### src/shared/conv_ctrl_pkg.sv
// Constants, modes and carriers shared by the converter control block
package conv_ctrl_pkg;

  localparam int          CODE_BITS        = 10;
  localparam int          VALUE_BITS       = 16;
  localparam logic [9:0]  FULL_SCALE_CODE  = 10'h3FF;
  localparam logic [1:0]  VREF_INTERNAL    = 2'h0;
  localparam logic [1:0]  VREF_SUPPLY      = 2'h1;
  localparam logic [4:0]  SENSOR_CHANNEL   = 5'h1E;
  localparam logic [7:0]  VECTOR_READY     = 8'h00;
  localparam logic [7:0]  VECTOR_WINDOW    = 8'h02;
  localparam int          FLAG_READY       = 0;
  localparam int          FLAG_WINDOW      = 1;
  localparam logic [2:0]  MAX_SAMPLE_COUNT = 3'h6;
  localparam logic [15:0] VALUE_RESET      = 16'h0000;
  // Power-up wait: one step of the field is this long, in converter clocks
  localparam int          WAIT_STEP_CONV_CLOCKS = 16;
  localparam int          CONV_CLOCK_NS         = 100;
  localparam int          SYS_CLOCK_NS          = 50;
  localparam int          WAIT_STEP_CYCLES      =
    (WAIT_STEP_CONV_CLOCKS * CONV_CLOCK_NS + SYS_CLOCK_NS - 1) / SYS_CLOCK_NS;

  // Window compare modes
  typedef enum logic [2:0] {
    WIN_OFF     = 3'h0,
    WIN_BELOW   = 3'h1,
    WIN_ABOVE   = 3'h2,
    WIN_INSIDE  = 3'h3,
    WIN_OUTSIDE = 3'h4
  } window_mode_t;

  // Device sleep state
  typedef enum logic [1:0] {
    SLEEP_ACTIVE    = 2'h0,
    SLEEP_IDLE      = 2'h1,
    SLEEP_STANDBY   = 2'h2,
    SLEEP_POWERDOWN = 2'h3
  } sleep_mode_t;

  // Sequencer states, Gray coded along idle, wait, convert, halt
  typedef enum logic [1:0] {
    ST_IDLE    = 2'b00,
    ST_WAIT    = 2'b01,
    ST_CONVERT = 2'b11,
    ST_HALT    = 2'b10
  } conv_state_t;

  // Controls sent to the analog core
  typedef struct packed {
    logic       start;
    logic       halt;
    logic       powered;
    logic       use_supply;
    logic       sensor_on;
    logic       hold_cap;
    logic [4:0] channel;
  } analog_ctrl_t;

  // Answer from the analog core
  typedef struct packed {
    logic       done;
    logic       over_ref;
    logic [9:0] code;
  } analog_result_t;

endpackage : conv_ctrl_pkg

### src/design/conv_ctrl.sv
// Converter control: start, accumulation, window compare, flags and sleep
module conv_ctrl (
  // Clock and reset
  input  wire logic                         SYS_CLK,
  input  wire logic                         NRST,
  // Configuration
  input  wire logic                         ENABLE,
  input  wire logic                         FREE_RUN,
  input  wire logic                         EIGHT_BIT_MODE,
  input  wire logic [2:0]                   SAMPLE_COUNT,
  input  wire logic [1:0]                   VREF_CHOICE,
  input  wire logic                         HOLD_CAPACITOR_CHOICE,
  input  wire logic [4:0]                   INPUT_CHANNEL,
  input  wire logic [2:0]                   POWER_UP_WAIT,
  input  wire logic                         KEEP_ALIVE_IN_STANDBY,
  input  wire logic                         EVENT_TRIGGER_ENABLE,
  // Window setup
  input  wire logic [2:0]                   WINDOW_COMPARE_SELECT,
  input  wire logic [15:0]                  WINDOW_FLOOR,
  input  wire logic [15:0]                  WINDOW_CEILING,
  // Interrupt enables and flag clears
  input  wire logic [1:0]                   IRQ_ENABLE,
  input  wire logic [1:0]                   FLAG_CLEAR,
  // Commands and events
  input  wire logic                         CONVERT_GO_WRITE,
  input  wire logic                         EVENT_IN,
  input  wire logic                         VALUE_READ,
  // Sleep state
  input  wire conv_ctrl_pkg::sleep_mode_t   SLEEP_MODE,
  // Analog core
  input  wire conv_ctrl_pkg::analog_result_t ANALOG_RESULT,
  output conv_ctrl_pkg::analog_ctrl_t       ANALOG_CTRL,
  // Status
  output logic                              CONVERT_GO_BIT,
  output logic [15:0]                       CONVERSION_VALUE,
  output logic                              VALUE_VALID,
  output logic [1:0]                        IRQ_FLAGS,
  output logic [1:0]                        IRQ_REQUEST,
  output logic                              CLOCK_REQUEST
);
  import conv_ctrl_pkg::*;

  // Samples per conversion from the accumulation field
  // The reserved setting folds to a single sample
  function automatic logic [6:0] samples_of(input logic [2:0] sel);
    logic [2:0] s;
    s = (sel > MAX_SAMPLE_COUNT) ? 3'h0 : sel;
    samples_of = 7'(7'h01 << s);
  endfunction : samples_of

  // Sequencer
  conv_state_t  state;
  conv_state_t  next_state;

  // Start edge and standby settling
  logic         event_seen;
  logic         in_standby;
  logic         init_pending;

  // Sample bookkeeping
  logic         busy;
  logic         invalid;
  logic [6:0]   sample_idx;
  logic [15:0]  acc;
  logic [11:0]  wait_cnt;

  // Window strobe and its value
  logic         finish_d;
  logic [15:0]  finish_value;

  // Sleep and start terms
  wire logic        standby;
  wire logic        powerdown;
  wire logic        running;
  wire logic        event_rise;
  wire logic        sw_start;
  wire logic        start_req;
  wire logic        need_wait;
  wire logic        wait_done;

  // Sample path
  wire logic        sample_done;
  wire logic        last_sample;
  wire logic        finish;
  wire logic [9:0]  sat_code;
  wire logic [9:0]  res_code;
  wire logic [15:0] acc_sum;
  wire logic [11:0] wait_load;

  // Window, flags and reference
  wire logic        win_hit;
  wire logic [1:0]  flag_set;
  wire logic [1:0]  flag_clr;
  wire logic [1:0]  next_flags;
  wire logic        use_supply;

  // Sleep qualifiers
  assign standby   = SLEEP_MODE == SLEEP_STANDBY;
  assign powerdown = SLEEP_MODE == SLEEP_POWERDOWN;
  // Converter on: enabled, and in standby only when kept alive
  // Idle sleep counts as active here
  assign running   = ENABLE && (!standby || KEEP_ALIVE_IN_STANDBY);

  // Start sources
  // Software writes are ignored in standby; events still start
  assign event_rise = EVENT_IN && !event_seen;
  assign sw_start   = CONVERT_GO_WRITE && !standby;
  assign start_req  = running && !powerdown &&
                      ((event_rise && EVENT_TRIGGER_ENABLE) ||
                       sw_start);
  assign wait_load  = 12'(POWER_UP_WAIT) * 12'(WAIT_STEP_CYCLES);
  assign need_wait  = init_pending && (POWER_UP_WAIT != 3'h0);
  assign wait_done  = wait_cnt == 12'h000;

  // Sample handling
  // Eight-bit mode drops the two low bits before accumulating
  assign sample_done = (state == ST_CONVERT) && busy && ANALOG_RESULT.done;
  assign sat_code    = ANALOG_RESULT.over_ref ? FULL_SCALE_CODE
                                              : ANALOG_RESULT.code;
  assign res_code    = EIGHT_BIT_MODE ? {2'b00, sat_code[9:2]} : sat_code;
  assign acc_sum     = acc + {6'h00, res_code};
  assign last_sample = sample_idx == (samples_of(SAMPLE_COUNT) - 7'h01);
  assign finish      = sample_done && last_sample;

  // Reference choice: reserved codes fall back to the internal source
  // The core takes a new choice while idle or as a free run restarts
  assign use_supply = VREF_CHOICE == VREF_SUPPLY;

  // Sequencer next state
  // Completion outranks power-down so a finished single run never halts
  always_comb begin
    next_state = state;
    unique case (state)
      ST_IDLE: begin
        if (start_req) begin
          next_state = need_wait ? ST_WAIT : ST_CONVERT;
        end
      end
      ST_WAIT: begin
        if (!running) begin
          next_state = ST_IDLE;
        end else if (wait_done) begin
          next_state = ST_CONVERT;
        end
      end
      ST_CONVERT: begin
        if (!running) begin
          next_state = ST_IDLE;
        end else if (finish && !FREE_RUN) begin
          next_state = ST_IDLE;
        end else if (powerdown) begin
          next_state = ST_HALT;
        end
      end
      ST_HALT: begin
        if (!ENABLE) begin
          next_state = ST_IDLE;
        end else if (!powerdown) begin
          next_state = ST_CONVERT;
        end
      end
    endcase
  end

  // State register
  // Gray codes keep each step between neighbours along idle, wait, convert, halt a single-bit change
  always_ff @(posedge SYS_CLK or negedge NRST) begin
    if (!NRST) begin
      state <= ST_IDLE;
    end else begin
      state <= next_state;
    end
  end

  // Edge detect and standby entry tracking
  // Resets low, the idle level of the event line, so no false edge
  always_ff @(posedge SYS_CLK or negedge NRST) begin
    if (!NRST) begin
      event_seen <= 1'b0;
      in_standby <= 1'b0;
    end else begin
      event_seen <= EVENT_IN;
      in_standby <= standby;
    end
  end

  // First conversion after standby activation waits for settling
  // Only a fresh entry into standby arms the wait
  always_ff @(posedge SYS_CLK or negedge NRST) begin
    if (!NRST) begin
      init_pending <= 1'b0;
    end else if (standby && !in_standby) begin
      init_pending <= 1'b1;
    end else if (!standby || (state == ST_IDLE && start_req)) begin
      init_pending <= 1'b0;
    end
  end

  // Power-up wait counter
  // Reloaded while idle so a changed wait field is taken fresh
  always_ff @(posedge SYS_CLK or negedge NRST) begin
    if (!NRST) begin
      wait_cnt <= 12'h000;
    end else if (state == ST_IDLE) begin
      wait_cnt <= wait_load;
    end else if (state == ST_WAIT && !wait_done) begin
      wait_cnt <= wait_cnt - 12'h001;
    end
  end

  // Go bit: set on start, cleared on completion or when stopped
  // Follows the next state so it rises at the accepting edge
  always_ff @(posedge SYS_CLK or negedge NRST) begin
    if (!NRST) begin
      CONVERT_GO_BIT <= 1'b0;
    end else begin
      CONVERT_GO_BIT <= next_state != ST_IDLE;
    end
  end

  // Sample in flight to the analog core
  // Kept across a halt so the resumed run launches no second sample;
  // an answer taken in the halting cycle still retires it
  always_ff @(posedge SYS_CLK or negedge NRST) begin
    if (!NRST) begin
      busy <= 1'b0;
    end else if (next_state != ST_CONVERT) begin
      busy <= busy && !sample_done && (next_state == ST_HALT);
    end else if (sample_done) begin
      busy <= 1'b0;
    end else if (!busy && state == ST_CONVERT) begin
      busy <= 1'b1;
    end
  end

  // Accumulator and sample index, cleared at each new conversion
  // The last sample goes straight from the sum into the result
  always_ff @(posedge SYS_CLK or negedge NRST) begin
    if (!NRST) begin
      acc        <= VALUE_RESET;
      sample_idx <= 7'h00;
    end else if (state != ST_CONVERT && state != ST_HALT) begin
      acc        <= VALUE_RESET;
      sample_idx <= 7'h00;
    end else if (finish) begin
      acc        <= VALUE_RESET;
      sample_idx <= 7'h00;
    end else if (sample_done) begin
      acc        <= acc_sum;
      sample_idx <= sample_idx + 7'h01;
    end
  end

  // A halt inside a conversion spoils its value
  // Cleared at the end or in idle, so a halt in any sample taints it
  always_ff @(posedge SYS_CLK or negedge NRST) begin
    if (!NRST) begin
      invalid <= 1'b0;
    end else if (state == ST_HALT) begin
      invalid <= 1'b1;
    end else if (finish || state == ST_IDLE) begin
      invalid <= 1'b0;
    end
  end

  // Result capture
  // Taken from the sum so the last sample is included
  always_ff @(posedge SYS_CLK or negedge NRST) begin
    if (!NRST) begin
      CONVERSION_VALUE <= VALUE_RESET;
      VALUE_VALID      <= 1'b0;
    end else if (finish) begin
      CONVERSION_VALUE <= acc_sum;
      VALUE_VALID      <= !invalid;
    end
  end

  // Window compare strobe follows the final sample by one cycle
  // Registering the sum keeps the compare off the adder path
  always_ff @(posedge SYS_CLK or negedge NRST) begin
    if (!NRST) begin
      finish_d     <= 1'b0;
      finish_value <= VALUE_RESET;
    end else begin
      finish_d     <= finish && (WINDOW_COMPARE_SELECT != WIN_OFF);
      finish_value <= acc_sum;
    end
  end

  // Window compare on the settled sum
  window_check #(
    .WIDTH   (VALUE_BITS)
  ) u_window (
    .SYS_CLK (SYS_CLK),
    .NRST    (NRST),
    .STROBE  (finish_d),
    .VALUE   (finish_value),
    .MODE    (WINDOW_COMPARE_SELECT),
    .FLOOR   (WINDOW_FLOOR),
    .CEILING (WINDOW_CEILING),
    .HIT     (win_hit)
  );

  // Flag set and clear terms; a set in the clearing cycle wins
  // That way no completion goes unflagged
  assign flag_set   = {win_hit, finish};
  assign flag_clr   = FLAG_CLEAR | {1'b0, VALUE_READ};
  assign next_flags = (IRQ_FLAGS & ~flag_clr) | flag_set;

  // Flags and requests; vector order ready then window
  // Requests rise with the flag and fall with its clear
  always_ff @(posedge SYS_CLK or negedge NRST) begin
    if (!NRST) begin
      IRQ_FLAGS   <= 2'b00;
      IRQ_REQUEST <= 2'b00;
    end else begin
      IRQ_FLAGS   <= next_flags;
      IRQ_REQUEST <= next_flags & IRQ_ENABLE;
    end
  end

  // Peripheral clock wanted in standby only while waiting or converting
  // Dropped with the last sample so the clock can be gated at once
  always_ff @(posedge SYS_CLK or negedge NRST) begin
    if (!NRST) begin
      CLOCK_REQUEST <= 1'b0;
    end else begin
      CLOCK_REQUEST <= standby && (next_state != ST_IDLE);
    end
  end

  // Analog controls; channel and reference track until a start locks them
  // Locking keeps a held sample on one input and one reference
  always_ff @(posedge SYS_CLK or negedge NRST) begin
    if (!NRST) begin
      ANALOG_CTRL <= '0;
    end else begin
      ANALOG_CTRL.start   <= (state == ST_CONVERT) && !busy &&
                             (next_state == ST_CONVERT);
      ANALOG_CTRL.halt    <= next_state == ST_HALT;
      ANALOG_CTRL.powered <= running;
      if (state == ST_IDLE || (finish && next_state == ST_CONVERT)) begin
        ANALOG_CTRL.use_supply <= use_supply;
        ANALOG_CTRL.channel    <= INPUT_CHANNEL;
        ANALOG_CTRL.sensor_on  <= INPUT_CHANNEL == SENSOR_CHANNEL;
        ANALOG_CTRL.hold_cap   <= HOLD_CAPACITOR_CHOICE;
      end
    end
  end

endmodule : conv_ctrl

### src/design/window_check.sv
// Window comparator with registered hit pulse
module window_check #(
  parameter int WIDTH = 16
) (
  // Clock and reset
  input  wire logic                       SYS_CLK,
  input  wire logic                       NRST,
  // Compare request
  input  wire logic                       STROBE,
  input  wire logic [WIDTH-1:0]           VALUE,
  input  wire logic [2:0]                 MODE,
  input  wire logic [WIDTH-1:0]           FLOOR,
  input  wire logic [WIDTH-1:0]           CEILING,
  // Result
  output logic                            HIT
);
  import conv_ctrl_pkg::*;

  wire logic below;
  wire logic above;
  wire logic match;

  // Strict unsigned tests on the whole value
  assign below = VALUE < FLOOR;
  assign above = VALUE > CEILING;
  assign match = (MODE == WIN_BELOW)   ? below :
                 (MODE == WIN_ABOVE)   ? above :
                 (MODE == WIN_INSIDE)  ? (VALUE > FLOOR) && (VALUE < CEILING) :
                 (MODE == WIN_OUTSIDE) ? below || above :
                 1'b0;              // Off and reserved codes never hit

  // One pulse per matching compare strobe
  always_ff @(posedge SYS_CLK or negedge NRST) begin
    if (!NRST) begin
      HIT <= 1'b0;
    end else begin
      HIT <= STROBE && match;
    end
  end

endmodule : window_check

### config.mk
export PLATFORM = sky130hd
export DESIGN_NAME = conv_ctrl
export DESIGN_NICKNAME = d
export VERILOG_FILES = /design/src/shared/conv_ctrl_pkg.sv /design/src/design/conv_ctrl.sv /design/src/design/window_check.sv
export SDC_FILE = /design/constraint.sdc
export NUM_CORES = 1
export LEC_CHECK = 0
export ABC_AREA = 1
export BUFFER_PORTS_ARGS = -buffer_cell sky130_fd_sc_hd__buf_2
export CELL_PAD_IN_SITES_DETAIL_PLACEMENT = 1
export CELL_PAD_IN_SITES_GLOBAL_PLACEMENT = 2
export CORE_MARGIN = 8
export CORE_UTILIZATION = 32
export CTS_CLUSTER_DIAMETER = 50
export CTS_CLUSTER_SIZE = 28
export DETAILED_ROUTE_END_ITERATION = 12
export PLACE_DENSITY_LB_ADDON = 0.1
export SETUP_SLACK_MARGIN = 0.02
export SKIP_LAST_GASP = 1
export SYNTH_ARGS = -nofsm -noshare
export SYNTH_HDL_FRONTEND = slang
export SYNTH_SLANG_ARGS = --single-unit
### constraint.sdc
create_clock -name SYS_CLK -period 2.9 [get_ports SYS_CLK]
set_input_delay 0.29 -clock SYS_CLK [delete_from_list [all_inputs] [get_ports SYS_CLK]]
set_output_delay 0.29 -clock SYS_CLK [all_outputs]
set_load 0.005 [all_outputs]
==> summary.txt, run 1 <==
Status = complete, no violations
Mapped Area = 5587 sq um
Post-synth top flop = dfrtp_1
PnR worst setup slack = 0.4489 ns
Layout cells sized above 1 = 0.1837
Leading area contributor after synthesis = dfrtp_1
Rel. slew slack = 0.5632
Worst Hold End = event_seen$_DFF_PN0_
Final period utilization = 0.8452
Seq cells post-synth = 94
Crit end category = flip-flop
Clk_lat worst skew = 0.35 ns
Multi-input gate area = 2710 sq um
# fillers = 2,157
Warnings, synthesis = 0
Setup violators final = 0
H-tree Lvls = 3
CTS tree = built
Cell depth of the worst min-delay path = 1
Initial antenna violation count = 0
Worst hold-check path type = in -> reg
Post-detail-place hpwl = 13,200 um
Post-synth EDFFs = 0
IO buf count = 110
Maximum VDD drop = 0.3313 mV
Vias = 5,040
Most common cell in the synthesized netlist = nand2_1
Synth Instances = 701
Max cap viols = 0
Post-synth net total = 825
Final Non-Filler Cells = 1,058
1st-pass router iterations = 4
CTS max path bufs = 2
Crit path launch type = primary input
Vias in the first global route = 5,574
Core Footprint = 17,180 sq um
Routability cong. = 0.7882
Chip width = 148.1 um
Crit path DAT = 2.67 ns
Post-route cell area = 6838 sq um
WS Path Type = in -> reg
Required @ worst endpoint = 3.12 ns
Clock skew = 0.009911 ns
Initial Util = 0.3252
ANT cells = 0
Detail-routed via count per cell = 4.764
P per Cell Area = 573.4 nW/um^2
NumNets Final = 952
Cts repair resizes = 0
Pin count of the biggest net entering global routing = 49
GRT Total Usage = 0.1568
Routed wire length = 16,470 um
Post-DRT Antenna Nets = 0
Clock slew at reported path FFs = 0.07 ns
Post-synth top cells = nand2_1, inv_1, dfrtp_1, nor2_1, ha_1
Pre-CTS setup slack = 0.09151 ns
Worst-case reg-to-reg path depth = 12
Post-Route Setup TNS = 0 ns
Async SR Flop Fraction = 1.000
CTS Buf Count = 9
Hold Path Origin = EVENT_IN
GRT Residual Overflow = 0
DR iter-0 viols = 155
R2r endpoint = acc[15]$_DFFE_PN0P_
Placed cells = 1,041
Worst-margin pin slew = 0.6552 ns
DP Area = 6504 sq um
Ranking of synthesized cells by area = dfrtp_1, nand2_1, ha_1
Rows = 48
Static Leak = 0.003819 uW
First-pass GRT wire length = 27,650 um
Area Growth Syn to Fin = 22.40%
Crit path time final = 2.451 ns
Final Core Density = 0.3981
Fin. Hold Viols = 0
Drc violations = 0
Fmax = 408.0 MHz
Crit Path Max Fanout = 5
DR WL/cell = 15.57 um
Die area = 21,940 sq um
Max-slew violations = 0
Cell variety after synth = 40
DIE HEIGHT = 148.1 um
Register area = 2352 sq um
Top Ports = 111
Clock root cell = clkbuf_16
RSZ-0062 raised after global routing = no
Register area share after synthesis = 0.4211
R2R setup slack = 0.65 ns
Critical R2R Launch = acc[2]$_DFFE_PN0P_
Mapped Avg Cell Area = 7.969 sq um
Top cell type's share of synthesized area = 0.4211
Clk sinks = 94
==> kinds of logic (layout without fill, tap and decap cells) <==
kind of cell / count (synthesis) / in the layout / synth area share
AO/OA/AOI/OAI: 118 / 118 / 0.1225
XOR/XNOR: 23 / 23 / 0.03606
adder cells (fa/ha/maj): 47 / 47 / 0.1066
buffers and inverters: 138 / 270 / 0.09384
flip-flops: 94 / 94 / 0.4211
multiplexers: 3 / 3 / 0.005375
AND/OR/NAND/NOR: 278 / 278 / 0.2146
==> registers in the layout, summed over array words and instances, names as in the netlist, 7 cells and up <==
register and flops:
ANALOG_CTRL 11, CONVERSION_VALUE 16, sample_idx 7, finish_value 16
acc 16, wait_cnt 12
==> worst max-delay path by stage <==
stage	cells after the start	start	to	slack [ns]
after CTS	16	ANALOG_RESULT[10]	acc[13]$_DFFE_PN0P_	0.45
after floorplan	14	ANALOG_RESULT[10]	acc[15]$_DFFE_PN0P_	0.48
final	16	ANALOG_RESULT[10]	acc[15]$_DFFE_PN0P_	0.45
after global routing	16	ANALOG_RESULT[10]	acc[11]$_DFFE_PN0P_	0.14
after global placement	16	ANALOG_RESULT[10]	acc[11]$_DFFE_PN0P_	0.17
after detailed placement	16	ANALOG_RESULT[10]	acc[11]$_DFFE_PN0P_	0.09
==> final cells by class <==
class	instances	share of cell area
tap	225	0.04117
clock inverter	5	0.01189
sequential	94	0.3440
timing repair buffer	123	0.09918
inverter	131	0.07191
clock buffer	11	0.03550
multi-input combinational	469	0.3963
==> timing repair <==
action | CTS | global route
hold buffers | 1 | 0
hold endpoints to repair | 23 | 0
setup buffers | 0 | 0
==> power breakdown <==
group | internal, uW | switching, uW | leakage (uW)
clock network | 782 | 534 | 0.000156
registers | 1450 | 115 | 0.00125
logic | 395 | 640 | 0.00242
==> cells in the final DEF (no fill, tap or decap), drive strengths merged, types with 14 or more instances in the layout <==
master / count
nand2: 155
inv: 131
buf: 122
dfrtp: 94
nor2: 48
ha: 46
o21ai: 46
nand3: 39
a21oi: 31
xor2: 18
nor3: 14
==> layer usage <==
layer  track usage  vias up  share of wire
met3       0.04224       12          0.047
met5             0        -              0
met1        0.1884     2427           0.45
met2        0.2712       88           0.49
met4       0.04080        0          0.012
li1              -     2513              -
==> through the flow <==
stage	hold WS, ns	power, uW
floorplan	-0.005591	2197
global placement	0.3666	2611
detailed placement	0.3762	2654
CTS	0.03976	4003
global route	0.04267	4194
finish	0.05701	3921
==> worst max-delay path, cell delays in order <==
cell and delay (ns):
buf_2 0.12, or2_2 0.31, o21ai_0 0.19, inv_1 0.06, ha_1 0.33, a21oi_1 0.16, nand2_1 0.12, nand2_1 0.09
o211ai_1 0.13, nand2_1 0.09, nand2_1 0.07, a21boi_0 0.17, buf_4 0.16, nor2_1 0.05, xnor2_1 0.23, o21ai_0 0.11
Note: power is estimated with default switching activity, not from simulation.
==> run 2, diff against run 1 <==
CORE_UTILIZATION = 29   (was 32)
clock period = 2.11 ns   (was 2.9 ns; I/O delays follow)
==> run 2 against run 1 <==
  * Total power increased by 46%
  * Routed wire length increased by 7.4%
  * Critical path depth increased by 5
  * First-iteration DRC count decreased by 6.5%
  * Via count increased by 5.0%
  * Clock power increased by 43%
  * Die area increased by 9.2%
  * Final cell count increased by 8.9%
  * Sequential power increased by 37%
  * Hold slack got worse by 0.018 ns
  * Critical path type unchanged
  * Critical endpoint is now ANALOG_CTRL[4]$_DFFE_PN0P_
  * Largest cell class unchanged
  * Highest routed layer unchanged
==> summary.txt, run 2 (same netlist as run 1, synthesis figures left out) <==
CP max stage delay = 0.18 ns
Rel. slew slack = 0.5718
Initial Util = 0.2967
Pin count of the biggest net entering global routing = 39
Crit path time final = 2.030 ns
Clk sinks = 94
Top Registers = CONVERSION_VALUE (16), acc (16), finish_value (16)
Chip width = 154.8 um
1st-pass router iterations = 4
Net Sw Frac = 0.3231
Maximum VDD drop = 0.4164 mV
Crit end category = flip-flop
Crit path launch type = primary input
Slowest-stage cell, CP = nand4_1
GRT Total Usage = 0.1511
Top Ports = 111
Static Leak = 0.004193 uW
Status = complete, no violations
Internal power = 3873 uW
First-pass GRT wire length = 29,240 um
Final Non-Filler Cells = 1,152
Max cap viols = 0
Drc violations = 0
Final period utilization = 0.9622
# fillers = 2,288
Sw power = 1848 uW
Placed cells = 1,126
IO buf count = 110
Worst-margin pin slew = 0.6417 ns
Commonest cells after routing, fill and taps aside = nand2_1, inv_1, buf_2, dfrtp_1, buf_4
Initial antenna violation count = 0
Final Power = 5721 uW
Fin. Hold Viols = 0
Worst hold-check path type = in -> reg
DIE HEIGHT = 154.8 um
Sequential power share = 0.375
Clock slew at reported path FFs = 0.07 ns
ANT cells = 0
Crit path DAT = 2.27 ns
Clk_lat worst skew = 0.34 ns
R2R setup slack = 0.12 ns
Most common cell after layout, fill and taps aside = nand2_1
Critical Path Most Common Cell = nand2_2
DR WL/cell = 15.35 um
Routability cong. = 0.8449
NumNets Final = 1,012
P per Cell Area = 734.4 nW/um^2
Fmax = 492.6 MHz
Clk pwr share = 0.330
GRT Residual Overflow = 0
Crit Path Max Fanout = 8
Post-DRT Antenna Nets = 0
Required @ worst endpoint = 2.35 ns
Detail-routed via count per cell = 4.592
DR iter-0 viols = 145
RSZ-0062 raised after global routing = yes
Layout cells sized above 1 = 0.3150
Final Core Density = 0.4137
Clock root cell = clkbuf_16
Vias in the first global route = 5,856
Worst hold slack = 0.03917 ns
Clock skew = 0.009111 ns
CTS Buf Count = 9
Combinational power share = 0.295
Max-slew violations = 0
H-tree Lvls = 3
Die area = 23,960 sq um
Vias = 5,290
Setup violators final = 0
Area Growth Syn to Fin = 39.44%
WS Path Type = in -> reg
Core Footprint = 18,830 sq um
Post-detail-place hpwl = 14,180 um
Routed wire length = 17,680 um
CTS max path bufs = 2
Rows = 50
CTS tree = built
Crit-path cells = buf_12 -> ha_4 -> a21oi_4 -> inv_2 -> nand2_2 -> ha_4 -> inv_2 -> nand2_2 -> nand2_2 -> nand2_1 -> nand2_1 -> nor2_1 -> nand2_1 -> nor2_1 -> nand4_1 -> nand2_2 -> nand3_4 -> nand3_4 -> nand2_8 -> nand2_2 -> nand2_1
-- run 2: cell types whose count changed in the layout (fill, tap and decap cells not counted), sizes merged --
cell | previous run | this run
bufinv | 2 | 3
inv | 131 | 130
buf | 122 | 181
dlygate4sd3 | 1 | 2
clkinvlp | 1 | 0
-- run 2: worst max-delay path: cells and delay by family --
kind	cells	cell delay, ns
buffers and inverters	3	0.21
and+or+nand+nor	15	1.37
adders and majority gates	2	0.32
AOI/OAI and AO/OA	1	0.14
-- run 2: final timing paths --
| check | cells after the start | to | startpoint |
|---|---|---|---|
| max | 21 | ANALOG_CTRL[4]$_DFFE_PN0P_ | SAMPLE_COUNT[1] |
| min in group asynchronous | 2 | acc[1]$_DFFE_PN0P_ | NRST |
| max in group asynchronous | 3 | finish_value[13]$_DFF_PN0_ | NRST |
| max reg2reg | 10 | ANALOG_CTRL[3]$_DFFE_PN0P_ | wait_cnt[0]$_DFFE_PN0P_ |
| min | 2 | in_standby$_DFF_PN0_ | SLEEP_MODE[0] |
| min reg2reg | 1 | init_pending$_DFFE_PN0P_ | in_standby$_DFF_PN0_ |
-- run 2: power by group through the flow --
stage / Combinational [uW] / Clock [uW] / Sequential, uW
detailed placement: 1560 / 0 / 2180
global route: 1930 / 2000 / 2180
global placement: 1520 / 0 / 2170
finish: 1690 / 1890 / 2150
CTS: 1590 / 1960 / 2140
floorplan: 882 / 0 / 2160
-- run 2: timing repair --
item,in CTS,in global routing
endpoints found under the hold margin,33,0
setup buffers,1,8
hold buffers,2,0
gates resized for setup,7,83
setup endpoints to repair,16,64
pin swaps,5,41
-- run 2: cell type report --
| type | instances | area, sq um | area share |
|---|---|---|---|
| Clock buffer | 11 | 242.7 | 0.03116 |
| Clock inverter | 4 | 95.09 | 0.01221 |
| Inverter | 131 | 495.5 | 0.06360 |
| Multi-Input combinational cell | 469 | 3079 | 0.3953 |
| Sequential cell | 94 | 2354 | 0.3021 |
| Tap cell | 260 | 325.3 | 0.04176 |
| Timing Repair Buffer | 183 | 1199 | 0.1539 |
-- run 2: routing by layer --
metal / global-route usage / part of all wire / vias to the layer above / wire length (um)
met3: 0.03566 / 0.040 / 11 / 706
li1: - / - / 2641 / -
met2: 0.2662 / 0.51 / 76 / 8935
met5: 0 / 0 / - / 0
met4: 0.04526 / 0.012 / 0 / 206
met1: 0.1791 / 0.44 / 2562 / 7835
-- run 2: through the flow --
stage / area [sq um] / worst slack, ns / setup TNS [ns]
final: 7790 / 0.07976 / 0
after global routing: 7790 / -0.1059 / -0.9660
after CTS: 7460 / 0.02136 / 0
after detailed placement: 7064 / -0.4449 / -20.88
after global placement: 7064 / -0.3823 / -16.33
after floorplan: 5717 / 0.02424 / 0
==> run 3, diff against run 2 <==
==> constraint.sdc (replaced) <==
create_clock -name SYS_CLK -period 2.11 [get_ports SYS_CLK]
set_input_delay 0.1055 -clock SYS_CLK [delete_from_list [all_inputs] [get_ports SYS_CLK]]
set_output_delay 0.1055 -clock SYS_CLK [all_outputs]
set_load 0.005 [all_outputs]
==> run 3 against run 2 <==
  * Routed wire length rose by 2.5%
  * Critical path depth is 5 lower
  * Hold slack lost 0.022 ns
  * Register-to-register slack worse by 0.06 ns
  * Sequential cell count is the same
  * Clock power fell by 14%
  * Clock skew increased by 0.0020 ns
  * Count of clock-buffer cells in the layout fell by 1
  * Non-clock buffer count rose by 19
  * Global-route usage barely moved
  * Fmax shrank 1.2%
==> summary.txt, run 3 (same netlist as run 1, synthesis figures left out) <==
R2r endpoint = CONVERSION_VALUE[11]$_DFFE_PN0P_
Setup violators final = 0
Top Ports = 111
# fillers = 2,264
Pre-CTS setup slack = -0.4238 ns
Worst-case reg-to-reg path depth = 12
Crit end category = flip-flop
Rel. slew slack = 0.6206
GRT Residual Overflow = 0
Clock slew at reported path FFs = 0.08 ns
Initial Util = 0.2967
Critical path origin = ANALOG_RESULT[10]
Final period utilization = 0.9738
Most common cell after layout, fill and taps aside = nand2_1
Commonest cells after routing, fill and taps aside = nand2_1, inv_1, buf_2, dfrtp_1, buf_4
CTS max path bufs = 2
Status = complete, no violations
Crit path DAT = 2.30 ns
IO buf count = 110
Max cap viols = 0
Routed wire length = 18,120 um
Worst-margin pin slew = 0.5685 ns
Critical Path Most Common Cell = inv_1
Slowest-stage cell, CP = or2_2
Fmax = 486.7 MHz
DR iter-0 viols = 128
GRT met1 Usage = 0.1757
Vias in the first global route = 5,851
DR WL/cell = 15.46 um
Static Leak = 0.004239 uW
WS Path Type = in -> reg
Core Footprint = 18,830 sq um
Vias = 5,367
Rows = 50
Worst hold-check path type = in -> reg
Routability cong. = 0.8367
Max-slew violations = 0
Area Growth Syn to Fin = 40.76%
Maximum VDD drop = 0.4111 mV
Post-detail-place hpwl = 14,370 um
Top Registers = CONVERSION_VALUE (16), acc (16), finish_value (16)
Clk_lat worst skew = 0.36 ns
P per Cell Area = 696.1 nW/um^2
CP endpoint = CONVERSION_VALUE[11]$_DFFE_PN0P_
CP max stage delay = 0.33 ns
DIE HEIGHT = 154.8 um
M3 GR Usage = 0.03734
Required @ worst endpoint = 2.36 ns
H-tree Lvls = 3
Chip width = 154.8 um
Clock skew = 0.01110 ns
PnR worst setup slack = 0.05522 ns
Detail-routed via count per cell = 4.579
Die area = 23,960 sq um
Critical R2R Launch = acc[3]$_DFFE_PN0P_
RSZ-0062 raised after global routing = yes
CTS Buf Count = 9
NumNets Final = 1,031
ANT cells = 0
R2R setup slack = 0.06 ns
Crit path launch type = primary input
Clk sinks = 94
Drc violations = 0
Met2 Use GR = 0.2690
Crit path time final = 2.055 ns
Clock root cell = clkbuf_16
CTS tree = built
Gr busiest metal = met2
First-pass GRT wire length = 29,210 um
Fin. Hold Viols = 0
GRT Total Usage = 0.1513
1st-pass router iterations = 4
Post-DRT Antenna Nets = 0
Layout cells sized above 1 = 0.3169
Initial antenna violation count = 0
Crit-path cells = buf_2 -> or2_2 -> o21ai_1 -> inv_1 -> ha_4 -> inv_1 -> nor3_2 -> nand2_1 -> o211ai_1 -> nand2_1 -> nand2_2 -> a21boi_4 -> buf_6 -> xor2_4 -> mux2i_1 -> inv_1
Pin count of the biggest net entering global routing = 44
Final Core Density = 0.4176
Crit Path Max Fanout = 5
run 3: changes by cell type in the layout (fill, tap and decap cells not counted), sizes merged:
cell / previous run / this run
dlygate4sd3: 2 / 13
clkinvlp: 0 / 1
clkbuf: 11 / 10
clkinv: 2 / 3
buf: 181 / 189
inv: 130 / 133
bufinv: 3 / 0
run 3: critical path: cells and delay by family:
kind / cells / cell delay (ns)
fa+ha+maj: 1 / 0.28
compound gates: 3 / 0.37
xor+xnor: 1 / 0.16
buf+inv: 5 / 0.47
simple gates: 5 / 0.78
mux: 1 / 0.13
run 3: cell type report:
cell class                      instances  area (sq um)  share of cell area
Multi-Input combinational cell        469          3049              0.3877
Clock buffer                           10         239.0             0.03039
Sequential cell                        94          2354              0.2993
Clock inverter                          6         53.80            0.006842
Timing Repair Buffer                  202          1343              0.1707
Inverter                              131         500.5             0.06364
Tap cell                              260         325.3             0.04137
run 3: timing repair:
item                                   4_1_cts  5_1_grt
resized for setup                            9       93
pin swaps                                    2       32
endpoints found under the hold margin       32        1
setup endpoints to repair                   12       73
hold buffers                                12        1
setup buffers                                0       13
run 3: layer usage:
layer	part of all wire	vias to the layer above
li1	-	2678
met1	0.43	2576
met2	0.51	93
met3	0.041	20
met4	0.017	0
met5	0	-
run 3: report_power, final:
group / switching, uW / internal (uW)
logic: 986 / 701
registers: 159 / 2000
clock network: 774 / 856
run 3: worst min path at each step:
stage / endpoint / cells after the start / startpoint
final: IRQ_FLAGS[0]$_DFF_PN0_ / 4 / FLAG_CLEAR[0]
after floorplan: ANALOG_CTRL[0]$_DFFE_PN0P_ / 0 / NRST
after detailed placement: acc[0]$_DFFE_PN0P_ / 1 / NRST
after global placement: acc[2]$_DFFE_PN0P_ / 1 / NRST
after global routing: IRQ_FLAGS[0]$_DFF_PN0_ / 4 / FLAG_CLEAR[0]
after CTS: ANALOG_CTRL[2]$_DFFE_PN0P_ / 3 / INPUT_CHANNEL[2]
run 3: metrics by stage:
step,hold slack (ns),cell area (sq um),setup TNS [ns],cells,power [uW]
6_report,0.01680,7864,0,1172,5474
5_1_grt,0.03511,7864,-0.8049,1172,5876
4_1_cts,0.001659,7423,-0.02404,1158,5450
3_5_place_dp,0.04972,6957,-17.20,1130,3740
3_3_place_gp,0.04448,6957,-11.14,1130,3669
2_1_floorplan,-0.1901,5590,0,701,3020
